### config.mk
export PLATFORM = sky130hd
export DESIGN_NAME = video_mode_csc_config_regs
export DESIGN_NICKNAME = d
export VERILOG_FILES = /design/src/hw/input_capture_align.v /design/src/hw/output_sync_select.v /design/src/hw/video_mode_csc_config_regs.v
export VERILOG_INCLUDE_DIRS = /design/src /design/src/hw
export SDC_FILE = /design/constraint.sdc
export NUM_CORES = 1
export LEC_CHECK = 0
export BUFFER_PORTS_ARGS = -buffer_cell sky130_fd_sc_hd__buf_2
export CAP_MARGIN = 20
export CORE_UTILIZATION = 57
export DETAILED_ROUTE_END_ITERATION = 8
export PLACE_DENSITY = 0.85
export SYNTH_ARGS = -nofsm -noshare
export SYNTH_HDL_FRONTEND = slang
export SYNTH_SLANG_ARGS = --single-unit
export TNS_END_PERCENT = 20
### constraint.sdc
create_clock -name clock -period 3.2 [get_ports clock]
set_input_delay 0.48 -clock clock [delete_from_list [all_inputs] [get_ports clock]]
set_output_delay 0.48 -clock clock [all_outputs]
set_load 0.02 [all_outputs]
### src/hw/video_mode_regs.vh
`ifndef VIDEO_MODE_REGS_VH
`define VIDEO_MODE_REGS_VH

// Subaddresses of the register group.
`define INPUT_MODE_SELECT_ADDR 8'h01
`define OUTPUT_MODE_CONTROL_ADDR 8'h02
`define MATRIX_COEF_LSB_A_ADDR 8'h03
`define MATRIX_COEF_LSB_B_ADDR 8'h04
`define MATRIX_COEF_GREEN_LUMA_MSB_ADDR 8'h05
`define MATRIX_COEF_GREEN_U_MSB_ADDR 8'h06
`define MATRIX_COEF_GREEN_V_MSB_ADDR 8'h07
`define MATRIX_COEF_BLUE_U_MSB_ADDR 8'h08
`define MATRIX_COEF_RED_V_MSB_ADDR 8'h09

// Reset values.
`define INPUT_MODE_SELECT_RST 8'h00
`define OUTPUT_MODE_CONTROL_RST 8'h20
`define MATRIX_COEF_LSB_A_RST 8'h03
`define MATRIX_COEF_LSB_B_RST 8'hf0
`define MATRIX_COEF_GREEN_LUMA_MSB_RST 8'h4e
`define MATRIX_COEF_GREEN_U_MSB_RST 8'h0e
`define MATRIX_COEF_GREEN_V_MSB_RST 8'h24
`define MATRIX_COEF_BLUE_U_MSB_RST 8'h92
`define MATRIX_COEF_RED_V_MSB_RST 8'h7c

// Writable bits; reserved bits are held at zero and read as zero.
`define INPUT_MODE_SELECT_MASK 8'hf6
`define OUTPUT_MODE_CONTROL_MASK 8'hfc
`define MATRIX_COEF_LSB_A_MASK 8'h03

// Field positions.
`define EDGE_ALIGN_HI 2
`define EDGE_ALIGN_LO 1
`define INPUT_MODE_HI 6
`define INPUT_MODE_LO 4
`define BUS_SWAP_BIT 7
`define BLACK_BAR_BIT 2
`define MATRIX_MANUAL_BIT 3
`define SYNC_ON_RGB_BIT 4
`define YPRPB_SELECT_BIT 5
`define SD_SYNC_OUT_BIT 6
`define EDHD_SYNC_OUT_BIT 7

// Edge alignment codes.
`define EDGE_CHROMA_RISE 2'h0
`define EDGE_LUMA_RISE 2'h3

// Input mode codes.
`define MODE_SD_ONLY 3'h0
`define MODE_EDHD_SDR 3'h1
`define MODE_EDHD_DDR 3'h2
`define MODE_SD_EDHD_SDR 3'h3
`define MODE_SD_EDHD_DDR 3'h4
`define MODE_ED_54 3'h7

// Built-in matrix used while manual adjustment is off.
`define COEF_GREEN_LUMA_DEF 10'h13b
`define COEF_GREEN_U_DEF 10'h03b
`define COEF_GREEN_V_DEF 10'h093
`define COEF_BLUE_U_DEF 10'h248
`define COEF_RED_V_DEF 10'h1f0

`endif

### src/hw/input_capture_align.v
`timescale 1ns/1ps
`include "video_mode_regs.vh"

module input_capture_align #(
  parameter PIX_W = 10
) (
  // Clock and reset.
  input wire clock,
  input wire srst,
  // Configuration.
  input wire [2:0] input_mode,
  input wire [1:0] edge_align,
  input wire bus_swap,
  // Pixel buses.
  input wire [PIX_W-1:0] pix_s,
  input wire [PIX_W-1:0] pix_y,
  input wire [PIX_W-1:0] pix_c,
  input wire [PIX_W-1:0] ddr_rise,
  input wire [PIX_W-1:0] ddr_fall,
  // Captured data.
  output reg [PIX_W-1:0] sd_data_q,
  output reg [PIX_W-1:0] edhd_luma_q,
  output reg [PIX_W-1:0] edhd_chroma_q,
  output reg sd_path_en_q,
  output reg edhd_path_en_q,
  output reg edhd_ddr_q,
  output reg ed_54_q
);

  wire sd_on;
  wire ddr_on;
  wire sdr_on;
  wire ed54_on;

  assign sd_on = (input_mode == `MODE_SD_ONLY) || (input_mode == `MODE_SD_EDHD_SDR) ||
                 (input_mode == `MODE_SD_EDHD_DDR);
  assign ddr_on = (input_mode == `MODE_EDHD_DDR) || (input_mode == `MODE_SD_EDHD_DDR);
  assign sdr_on = (input_mode == `MODE_EDHD_SDR) || (input_mode == `MODE_SD_EDHD_SDR);
  assign ed54_on = (input_mode == `MODE_ED_54);

  always @(posedge clock) begin
    if (srst) begin
      sd_data_q <= {PIX_W{1'b0}};
      edhd_luma_q <= {PIX_W{1'b0}};
      edhd_chroma_q <= {PIX_W{1'b0}};
      sd_path_en_q <= 1'b0;
      edhd_path_en_q <= 1'b0;
      edhd_ddr_q <= 1'b0;
      ed_54_q <= 1'b0;
    end else begin
      sd_path_en_q <= sd_on;
      edhd_path_en_q <= ddr_on | sdr_on | ed54_on;
      edhd_ddr_q <= ddr_on;
      ed_54_q <= ed54_on;
      // The swap only moves the SD source; ED/HD buses keep their places.
      sd_data_q <= bus_swap ? pix_y : pix_s;
      if (ddr_on) begin
        // Reserved alignment codes behave as the chroma-on-rising code.
        if (edge_align == `EDGE_LUMA_RISE) begin
          edhd_luma_q <= ddr_rise;
          edhd_chroma_q <= ddr_fall;
        end else begin
          edhd_chroma_q <= ddr_rise;
          edhd_luma_q <= ddr_fall;
        end
      end else begin
        edhd_luma_q <= pix_y;
        edhd_chroma_q <= pix_c;
      end
    end
  end

endmodule // input_capture_align

### src/hw/output_sync_select.v
`timescale 1ns/1ps

module output_sync_select (
  // Clock and reset.
  input wire clock,
  input wire srst,
  // Configuration.
  input wire sd_sync_out_en,
  input wire edhd_sync_out_en,
  input wire black_bar,
  input wire edhd_tp_en,
  input wire sd_tp_en,
  // Timing generator syncs.
  input wire sd_hsync,
  input wire sd_vsync,
  input wire edhd_hsync,
  input wire edhd_vsync,
  // Sync pins and test pattern controls.
  output reg sync_hsync_q,
  output reg sync_vsync_q,
  output reg edhd_black_bar_q,
  output reg sd_black_bar_q
);

  always @(posedge clock) begin
    if (srst) begin
      sync_hsync_q <= 1'b0;
      sync_vsync_q <= 1'b0;
      edhd_black_bar_q <= 1'b0;
      sd_black_bar_q <= 1'b0;
    end else begin
      // Both sources share the pins; ED/HD wins when both are enabled.
      if (edhd_sync_out_en) begin
        sync_hsync_q <= edhd_hsync;
        sync_vsync_q <= edhd_vsync;
      end else if (sd_sync_out_en) begin
        sync_hsync_q <= sd_hsync;
        sync_vsync_q <= sd_vsync;
      end else begin
        sync_hsync_q <= 1'b0;
        sync_vsync_q <= 1'b0;
      end
      edhd_black_bar_q <= black_bar & edhd_tp_en;
      sd_black_bar_q <= black_bar & sd_tp_en;
    end
  end

endmodule // output_sync_select

### src/hw/video_mode_csc_config_regs.v
`timescale 1ns/1ps
`include "video_mode_regs.vh"

module video_mode_csc_config_regs #(
  parameter PIX_W = 10
) (
  // Clock and reset.
  input wire clock,
  input wire srst,
  // Control port, byte level.
  input wire sub_wr,
  input wire dat_wr,
  input wire dat_rd,
  input wire [7:0] wr_byte,
  output reg [7:0] rd_byte_q,
  output reg rd_valid_q,
  // Pixel input buses.
  input wire [PIX_W-1:0] pix_s,
  input wire [PIX_W-1:0] pix_y,
  input wire [PIX_W-1:0] pix_c,
  input wire [PIX_W-1:0] ddr_rise,
  input wire [PIX_W-1:0] ddr_fall,
  // Test pattern enables held elsewhere in the device.
  input wire edhd_tp_en,
  input wire sd_tp_en,
  // Timing generator syncs.
  input wire sd_hsync,
  input wire sd_vsync,
  input wire edhd_hsync,
  input wire edhd_vsync,
  // Captured pixel data and path controls.
  output wire [PIX_W-1:0] sd_data_q,
  output wire [PIX_W-1:0] edhd_luma_q,
  output wire [PIX_W-1:0] edhd_chroma_q,
  output wire sd_path_en_q,
  output wire edhd_path_en_q,
  output wire edhd_ddr_q,
  output wire ed_54_q,
  output reg cfg_reserved_q,
  // Output stage controls.
  output reg sync_on_rgb_q,
  output reg ypbpr_select_q,
  output reg matrix_manual_q,
  output wire edhd_black_bar_q,
  output wire sd_black_bar_q,
  output wire sync_hsync_q,
  output wire sync_vsync_q,
  // Colour space converter coefficients in use.
  output reg [9:0] coef_green_luma_q,
  output reg [9:0] coef_green_u_q,
  output reg [9:0] coef_green_v_q,
  output reg [9:0] coef_blue_u_q,
  output reg [9:0] coef_red_v_q
);

  // Subaddress pointer and the nine stored registers.
  reg [7:0] sub_ptr_q;
  reg [7:0] input_mode_select_q;
  reg [7:0] output_mode_control_q;
  reg [7:0] matrix_coef_lsb_a_q;
  reg [7:0] matrix_coef_lsb_b_q;
  reg [7:0] matrix_coef_green_luma_msb_q;
  reg [7:0] matrix_coef_green_u_msb_q;
  reg [7:0] matrix_coef_green_v_msb_q;
  reg [7:0] matrix_coef_blue_u_msb_q;
  reg [7:0] matrix_coef_red_v_msb_q;

  // Coefficients assembled from the stored bytes.
  wire [9:0] prog_green_luma;
  wire [9:0] prog_green_u;
  wire [9:0] prog_green_v;
  wire [9:0] prog_blue_u;
  wire [9:0] prog_red_v;
  wire manual_en;
  wire rd_take;

  // A subaddress load in the same cycle refuses any data access.
  assign rd_take = dat_rd & ~sub_wr;

  // Addresses outside this group read as zero and ignore writes.
  function [7:0] read_mux;
    input [7:0] addr;
    input [7:0] r1;
    input [7:0] r2;
    input [7:0] r3;
    input [7:0] r4;
    input [7:0] r5;
    input [7:0] r6;
    input [7:0] r7;
    input [7:0] r8;
    input [7:0] r9;
    begin
      case (addr)
        `INPUT_MODE_SELECT_ADDR: read_mux = r1;
        `OUTPUT_MODE_CONTROL_ADDR: read_mux = r2;
        `MATRIX_COEF_LSB_A_ADDR: read_mux = r3;
        `MATRIX_COEF_LSB_B_ADDR: read_mux = r4;
        `MATRIX_COEF_GREEN_LUMA_MSB_ADDR: read_mux = r5;
        `MATRIX_COEF_GREEN_U_MSB_ADDR: read_mux = r6;
        `MATRIX_COEF_GREEN_V_MSB_ADDR: read_mux = r7;
        `MATRIX_COEF_BLUE_U_MSB_ADDR: read_mux = r8;
        `MATRIX_COEF_RED_V_MSB_ADDR: read_mux = r9;
        default: read_mux = 8'h00;
      endcase
    end
  endfunction

  // Flags a reserved edge alignment or input mode code.
  function is_reserved;
    input [7:0] mode_reg;
    reg [1:0] edge_code;
    reg [2:0] mode_code;
    begin
      edge_code = mode_reg[`EDGE_ALIGN_HI:`EDGE_ALIGN_LO];
      mode_code = mode_reg[`INPUT_MODE_HI:`INPUT_MODE_LO];
      is_reserved = 1'b1;
      // Edge codes matter only in the double-rate modes.
      case (mode_code)
        `MODE_SD_ONLY,
        `MODE_EDHD_SDR,
        `MODE_SD_EDHD_SDR,
        `MODE_ED_54: is_reserved = 1'b0;
        `MODE_EDHD_DDR,
        `MODE_SD_EDHD_DDR: is_reserved = (edge_code != `EDGE_CHROMA_RISE) &&
                                         (edge_code != `EDGE_LUMA_RISE);
        default: is_reserved = 1'b1;
      endcase
    end
  endfunction

  // Subaddress pointer and register writes.
  always @(posedge clock) begin
    if (srst) begin
      sub_ptr_q <= 8'h00;
      input_mode_select_q <= `INPUT_MODE_SELECT_RST;
      output_mode_control_q <= `OUTPUT_MODE_CONTROL_RST;
      matrix_coef_lsb_a_q <= `MATRIX_COEF_LSB_A_RST;
      matrix_coef_lsb_b_q <= `MATRIX_COEF_LSB_B_RST;
      matrix_coef_green_luma_msb_q <= `MATRIX_COEF_GREEN_LUMA_MSB_RST;
      matrix_coef_green_u_msb_q <= `MATRIX_COEF_GREEN_U_MSB_RST;
      matrix_coef_green_v_msb_q <= `MATRIX_COEF_GREEN_V_MSB_RST;
      matrix_coef_blue_u_msb_q <= `MATRIX_COEF_BLUE_U_MSB_RST;
      matrix_coef_red_v_msb_q <= `MATRIX_COEF_RED_V_MSB_RST;
    end else if (sub_wr) begin
      // A subaddress load takes precedence over a data access in the same cycle.
      sub_ptr_q <= wr_byte;
    end else if (dat_wr || dat_rd) begin
      // The pointer wraps from 0xff back to 0x00.
      sub_ptr_q <= sub_ptr_q + 8'h01;
      if (dat_wr) begin
        case (sub_ptr_q)
          `INPUT_MODE_SELECT_ADDR: begin
            // Reserved bits 0 and 3 store zero.
            input_mode_select_q <= wr_byte & `INPUT_MODE_SELECT_MASK;
          end
          `OUTPUT_MODE_CONTROL_ADDR: begin
            // Low two bits are forced to zero whatever software writes.
            output_mode_control_q <= wr_byte & `OUTPUT_MODE_CONTROL_MASK;
          end
          `MATRIX_COEF_LSB_A_ADDR: begin
            // Only the luma low pair is stored; bits 7:2 read as zero.
            matrix_coef_lsb_a_q <= wr_byte & `MATRIX_COEF_LSB_A_MASK;
          end
          `MATRIX_COEF_LSB_B_ADDR: begin
            matrix_coef_lsb_b_q <= wr_byte;
          end
          `MATRIX_COEF_GREEN_LUMA_MSB_ADDR: begin
            matrix_coef_green_luma_msb_q <= wr_byte;
          end
          `MATRIX_COEF_GREEN_U_MSB_ADDR: begin
            matrix_coef_green_u_msb_q <= wr_byte;
          end
          `MATRIX_COEF_GREEN_V_MSB_ADDR: begin
            matrix_coef_green_v_msb_q <= wr_byte;
          end
          `MATRIX_COEF_BLUE_U_MSB_ADDR: begin
            matrix_coef_blue_u_msb_q <= wr_byte;
          end
          `MATRIX_COEF_RED_V_MSB_ADDR: begin
            matrix_coef_red_v_msb_q <= wr_byte;
          end
          default: begin
            // Subaddresses outside the group take no write; the pointer still moves.
            sub_ptr_q <= sub_ptr_q + 8'h01;
          end
        endcase
      end
    end
  end

  // Read data is sampled at the pointer before it advances.
  always @(posedge clock) begin
    if (srst) begin
      rd_byte_q <= 8'h00;
      rd_valid_q <= 1'b0;
    end else begin
      rd_valid_q <= rd_take;
      if (rd_take) begin
        rd_byte_q <= read_mux(sub_ptr_q, input_mode_select_q, output_mode_control_q,
                              matrix_coef_lsb_a_q, matrix_coef_lsb_b_q,
                              matrix_coef_green_luma_msb_q, matrix_coef_green_u_msb_q,
                              matrix_coef_green_v_msb_q, matrix_coef_blue_u_msb_q,
                              matrix_coef_red_v_msb_q);
      end
    end
  end

  // Coefficient assembly from high byte and packed low pairs.
  assign prog_green_luma = {matrix_coef_green_luma_msb_q, matrix_coef_lsb_a_q[1:0]};
  assign prog_green_u = {matrix_coef_green_u_msb_q, matrix_coef_lsb_b_q[7:6]};
  assign prog_green_v = {matrix_coef_green_v_msb_q, matrix_coef_lsb_b_q[5:4]};
  assign prog_blue_u = {matrix_coef_blue_u_msb_q, matrix_coef_lsb_b_q[3:2]};
  assign prog_red_v = {matrix_coef_red_v_msb_q, matrix_coef_lsb_b_q[1:0]};
  assign manual_en = output_mode_control_q[`MATRIX_MANUAL_BIT];

  // Coefficients handed to the converter, and the static output controls.
  // The stored bytes reset to the built-in matrix, so manual mode alone changes nothing.
  always @(posedge clock) begin
    if (srst) begin
      coef_green_luma_q <= `COEF_GREEN_LUMA_DEF;
      coef_green_u_q <= `COEF_GREEN_U_DEF;
      coef_green_v_q <= `COEF_GREEN_V_DEF;
      coef_blue_u_q <= `COEF_BLUE_U_DEF;
      coef_red_v_q <= `COEF_RED_V_DEF;
      matrix_manual_q <= 1'b0;
      sync_on_rgb_q <= 1'b0;
      ypbpr_select_q <= 1'b1;
      cfg_reserved_q <= 1'b0;
    end else begin
      matrix_manual_q <= manual_en;
      if (manual_en) begin
        coef_green_luma_q <= prog_green_luma;
        coef_green_u_q <= prog_green_u;
        coef_green_v_q <= prog_green_v;
        coef_blue_u_q <= prog_blue_u;
        coef_red_v_q <= prog_red_v;
      end else begin
        coef_green_luma_q <= `COEF_GREEN_LUMA_DEF;
        coef_green_u_q <= `COEF_GREEN_U_DEF;
        coef_green_v_q <= `COEF_GREEN_V_DEF;
        coef_blue_u_q <= `COEF_BLUE_U_DEF;
        coef_red_v_q <= `COEF_RED_V_DEF;
      end
      // Static controls follow the output and input mode registers one clock later.
      sync_on_rgb_q <= output_mode_control_q[`SYNC_ON_RGB_BIT];
      ypbpr_select_q <= output_mode_control_q[`YPRPB_SELECT_BIT];
      cfg_reserved_q <= is_reserved(input_mode_select_q);
    end
  end

  // Pixel capture follows the input mode register.
  input_capture_align #(
    .PIX_W(PIX_W)
  ) u_capture (
    .clock(clock),
    .srst(srst),
    .input_mode(input_mode_select_q[`INPUT_MODE_HI:`INPUT_MODE_LO]),
    .edge_align(input_mode_select_q[`EDGE_ALIGN_HI:`EDGE_ALIGN_LO]),
    .bus_swap(input_mode_select_q[`BUS_SWAP_BIT]),
    .pix_s(pix_s),
    .pix_y(pix_y),
    .pix_c(pix_c),
    .ddr_rise(ddr_rise),
    .ddr_fall(ddr_fall),
    .sd_data_q(sd_data_q),
    .edhd_luma_q(edhd_luma_q),
    .edhd_chroma_q(edhd_chroma_q),
    .sd_path_en_q(sd_path_en_q),
    .edhd_path_en_q(edhd_path_en_q),
    .edhd_ddr_q(edhd_ddr_q),
    .ed_54_q(ed_54_q)
  );

  // Sync pins and black bar controls follow the output mode register.
  output_sync_select u_sync (
    .clock(clock),
    .srst(srst),
    .sd_sync_out_en(output_mode_control_q[`SD_SYNC_OUT_BIT]),
    .edhd_sync_out_en(output_mode_control_q[`EDHD_SYNC_OUT_BIT]),
    .black_bar(output_mode_control_q[`BLACK_BAR_BIT]),
    .edhd_tp_en(edhd_tp_en),
    .sd_tp_en(sd_tp_en),
    .sd_hsync(sd_hsync),
    .sd_vsync(sd_vsync),
    .edhd_hsync(edhd_hsync),
    .edhd_vsync(edhd_vsync),
    .sync_hsync_q(sync_hsync_q),
    .sync_vsync_q(sync_vsync_q),
    .edhd_black_bar_q(edhd_black_bar_q),
    .sd_black_bar_q(sd_black_bar_q)
  );

endmodule // video_mode_csc_config_regs

==> results.toml <==
[yosys]
synth_top_area_share_pct = 51.27
synth-seq-cells = 171
synth_cell_types = 55
async_flop_share_pct = 0
ys_seq_area_share_pct = 51.27
synthTopCellsByArea = "dfxtp_1 (51%), mux2i_1 (10%), nor2_1 (5.5%)"
synth_edf_count = 0
syn_avg_cell_area_um2 = 9.920
synth_nets = 747
syn_inst = 673
syn_area_um2 = 6676
synth_top_area_cell = "dfxtp_1"
synth-warning-count = 0
yosys_most_used_dff = "dfxtp_1"

[finish]
layout-drive-gt1-share_pct = 27.32
layout.nets = 893
area_growth_pct = 22.84
fillers = 845
final_cell_mix = "dfxtp_1 (171), buf_2 (168), nor2_1 (96)"
final_common_cell = "dfxtp_1"
antennaDiodeCount = 0

[sta]
fin_skew_ns = 0.009379
finalHoldViolations = 0
relSlewSlack_pct = 41.70
setup_violations = 0
finalMaxSlewViolations = 0
fin_crit_sh_pct = 77.01
fin_setup_tns_ns = 0
fmaxAchievable_mhz = 405.8
tightest_slew_ns = 0.8744
rsz0062_at_grt = "no"
setup_slack_ns = 0.7355
fin_crit_ns = 2.464

[route]
dr.pass1.iters = 6
via_per_inst = 5.819
drc = 0
vias = 5668
initialDrtViolationCount = 507
wl_per_cell_um = 18.44
ant_nets = 0
routed_wl_um = 17960

[worst_setup_path]
path_cells = "or4_1 -> nor3_4 -> nor2b_1 -> a211o_1"
cp_data_required_time_ns = 3.51
critPathSlowestCell = "or4_1"
cp.arrival_ns = 2.77
worst-path-max-fanout = 15
max_stage_delay_ns = 0.91
crit_path_end_kind = "register"
path_class = "register to register"
worstSetupStartpointType = "register"

[placed_design]
gp_congestion = 0.8338
dp_hpwl_um = 12350
place_ws_ns = 0.7855
portBuffers = 169

[outcome]
status = "complete, no violations"

[grt]
grt_max_degree = 61
grtUsageTotal_pct = 30.63
grt_pass1_wl_um = 27520
antenna_found_initial = 0
overflow = 0
grt_pass1_vias = 5323

[clocking]
ctsResizeCount = 0
numCtsBuffers = 17
clk_path_buf_depth = 2
postCtsSetupBuffers = 0
insertion_delay_ns = 0.43
cts_tree = "built"
clk_pin_slew_worst_paths_ns = 0.06
cts_sinks = 171
ctsHoldBuffers = 0
h-tree-depth = 4
cts_root_buffer = "clkbuf_16"

[power_and_ir_drop]
powerDensity_nw_per_um2 = 569.0
peakVddDrop_mv = 0.5226
power_leakage_nw = 3.411

[floorplan]
start_util_pct = 58.47
placementRows = 39
coreArea_um2 = 11420
die_w_um = 110.2
die-area_um2 = 12150
dieHeight_um = 110.2
io_pins = 170

[flow_run]
drv_cap = 0

[min_path]
hold_class = "primary input to register"
cell usage after synthesis, types with 5 or more instances:
cell and number:
nand3b_1 7, nor2b_1 24, clkbuf_1 47, a211oi_1 30
a22oi_1 16, nand2_1 13, inv_1 11, ha_1 5
nor2_1 97, nand2b_1 24, o21ai_0 13, and2_1 27
nand3_1 10, dfxtp_1 171, a211o_1 24, a21oi_1 12
mux2i_1 69
final cells by class:
type	instances	area, um2	area share [%]
Clock inverter	11	145.1	1.770
Clock buffer	20	456.7	5.568
Inverter	11	41.29	0.5034
Sequential cell	171	3423	41.74
Multi-Input combinational cell	433	2968	36.19
Tap cell	143	178.9	2.182
Timing Repair Buffer	185	988.4	12.05
critical path, delay by kind of cell, from the launching register on:
family	cells	cell delay (ns)
DFF	1	0.37
and+or+nand+nor	3	1.67
AOI/OAI and AO/OA	1	0.29
metrics by stage:
step           util, %  instance area [um2]  hold WS (ns)  std cells  power [W]
2_1_floorplan        -                 6676        0.4036        673   0.002473
3_3_place_gp     66.32                 7572        0.4430        942   0.002607
3_5_place_dp     66.32                 7572        0.4545        942   0.002616
4_1_cts          71.59                 8174        0.2706        973   0.004689
5_1_grt          71.83                 8202        0.2863        974   0.004814
6_report         71.83                 8202        0.2923        974   0.004667
state kept, by name (all words and copies together) (netlist names), 2 cells and up:
name and flops:
coef_blue_u_q 10, coef_green_luma_q 10, coef_green_u_q 10, coef_green_v_q 10
coef_red_v_q 10, input_mode_select_q 6, matrix_coef_blue_u_msb_q 8, matrix_coef_green_luma_msb_q 8
matrix_coef_green_u_msb_q 8, matrix_coef_green_v_msb_q 8, matrix_coef_lsb_a_q 2, matrix_coef_lsb_b_q 8
matrix_coef_red_v_msb_q 8, output_mode_control_q 6, rd_byte_q 8, sub_ptr_q 8
u_capture.edhd_chroma_q 10, u_capture.edhd_luma_q 10, u_capture.sd_data_q 10
final timing paths:
| check | start | slack [ns] | depth (start not counted) | end |
|---|---|---|---|---|
| max | sub_ptr_q[4]$_SDFFE_PP0P_ | 0.74 | 4 | matrix_coef_red_v_msb_q[4]$_SDFFE_PP1P_ |
| max reg2reg | sub_ptr_q[4]$_SDFFE_PP0P_ | 0.74 | 4 | matrix_coef_red_v_msb_q[4]$_SDFFE_PP1P_ |
| min reg2reg | matrix_coef_green_luma_msb_q[1]$_SDFFE_PP1P_ | 0.47 | 1 | coef_green_luma_q[3]$_SDFF_PP1_ |
| min | pix_s[9] | 0.29 | 3 | u_capture.sd_data_q[9]$_SDFF_PP0_ |
logic make-up (layout without fill, tap and decap cells):
family / after synthesis / in the layout / share of synthesized area, %
DFF: 171 / 171 / 51.27
xor gates and xnor gates: 7 / 7 / 0.9183
AOI/OAI and AO/OA: 124 / 124 / 14.02
and+or+nand+nor: 228 / 228 / 18.16
adders and majority gates: 5 / 5 / 0.9370
buffers and inverters: 69 / 227 / 4.348
muxes: 69 / 69 / 10.34
report_power, final:
part / leakage [nW] / switching, W / internal, W
logic: 1.73 / 0.000257 / 0.000130
registers: 1.39 / 0.0000243 / 0.00217
clock network: 0.288 / 0.000827 / 0.00126
metal layers:
metal | global-route usage (%) | part of all wire (%) | wire [um]
met4 | 13.44 | 3.0 | 537
met2 | 48.39 | 48 | 8603
met5 | 0 | 0 | 0
met1 | 39.19 | 41 | 7391
met3 | 8.466 | 7.9 | 1425
Power figures use the tool's default switching activity.
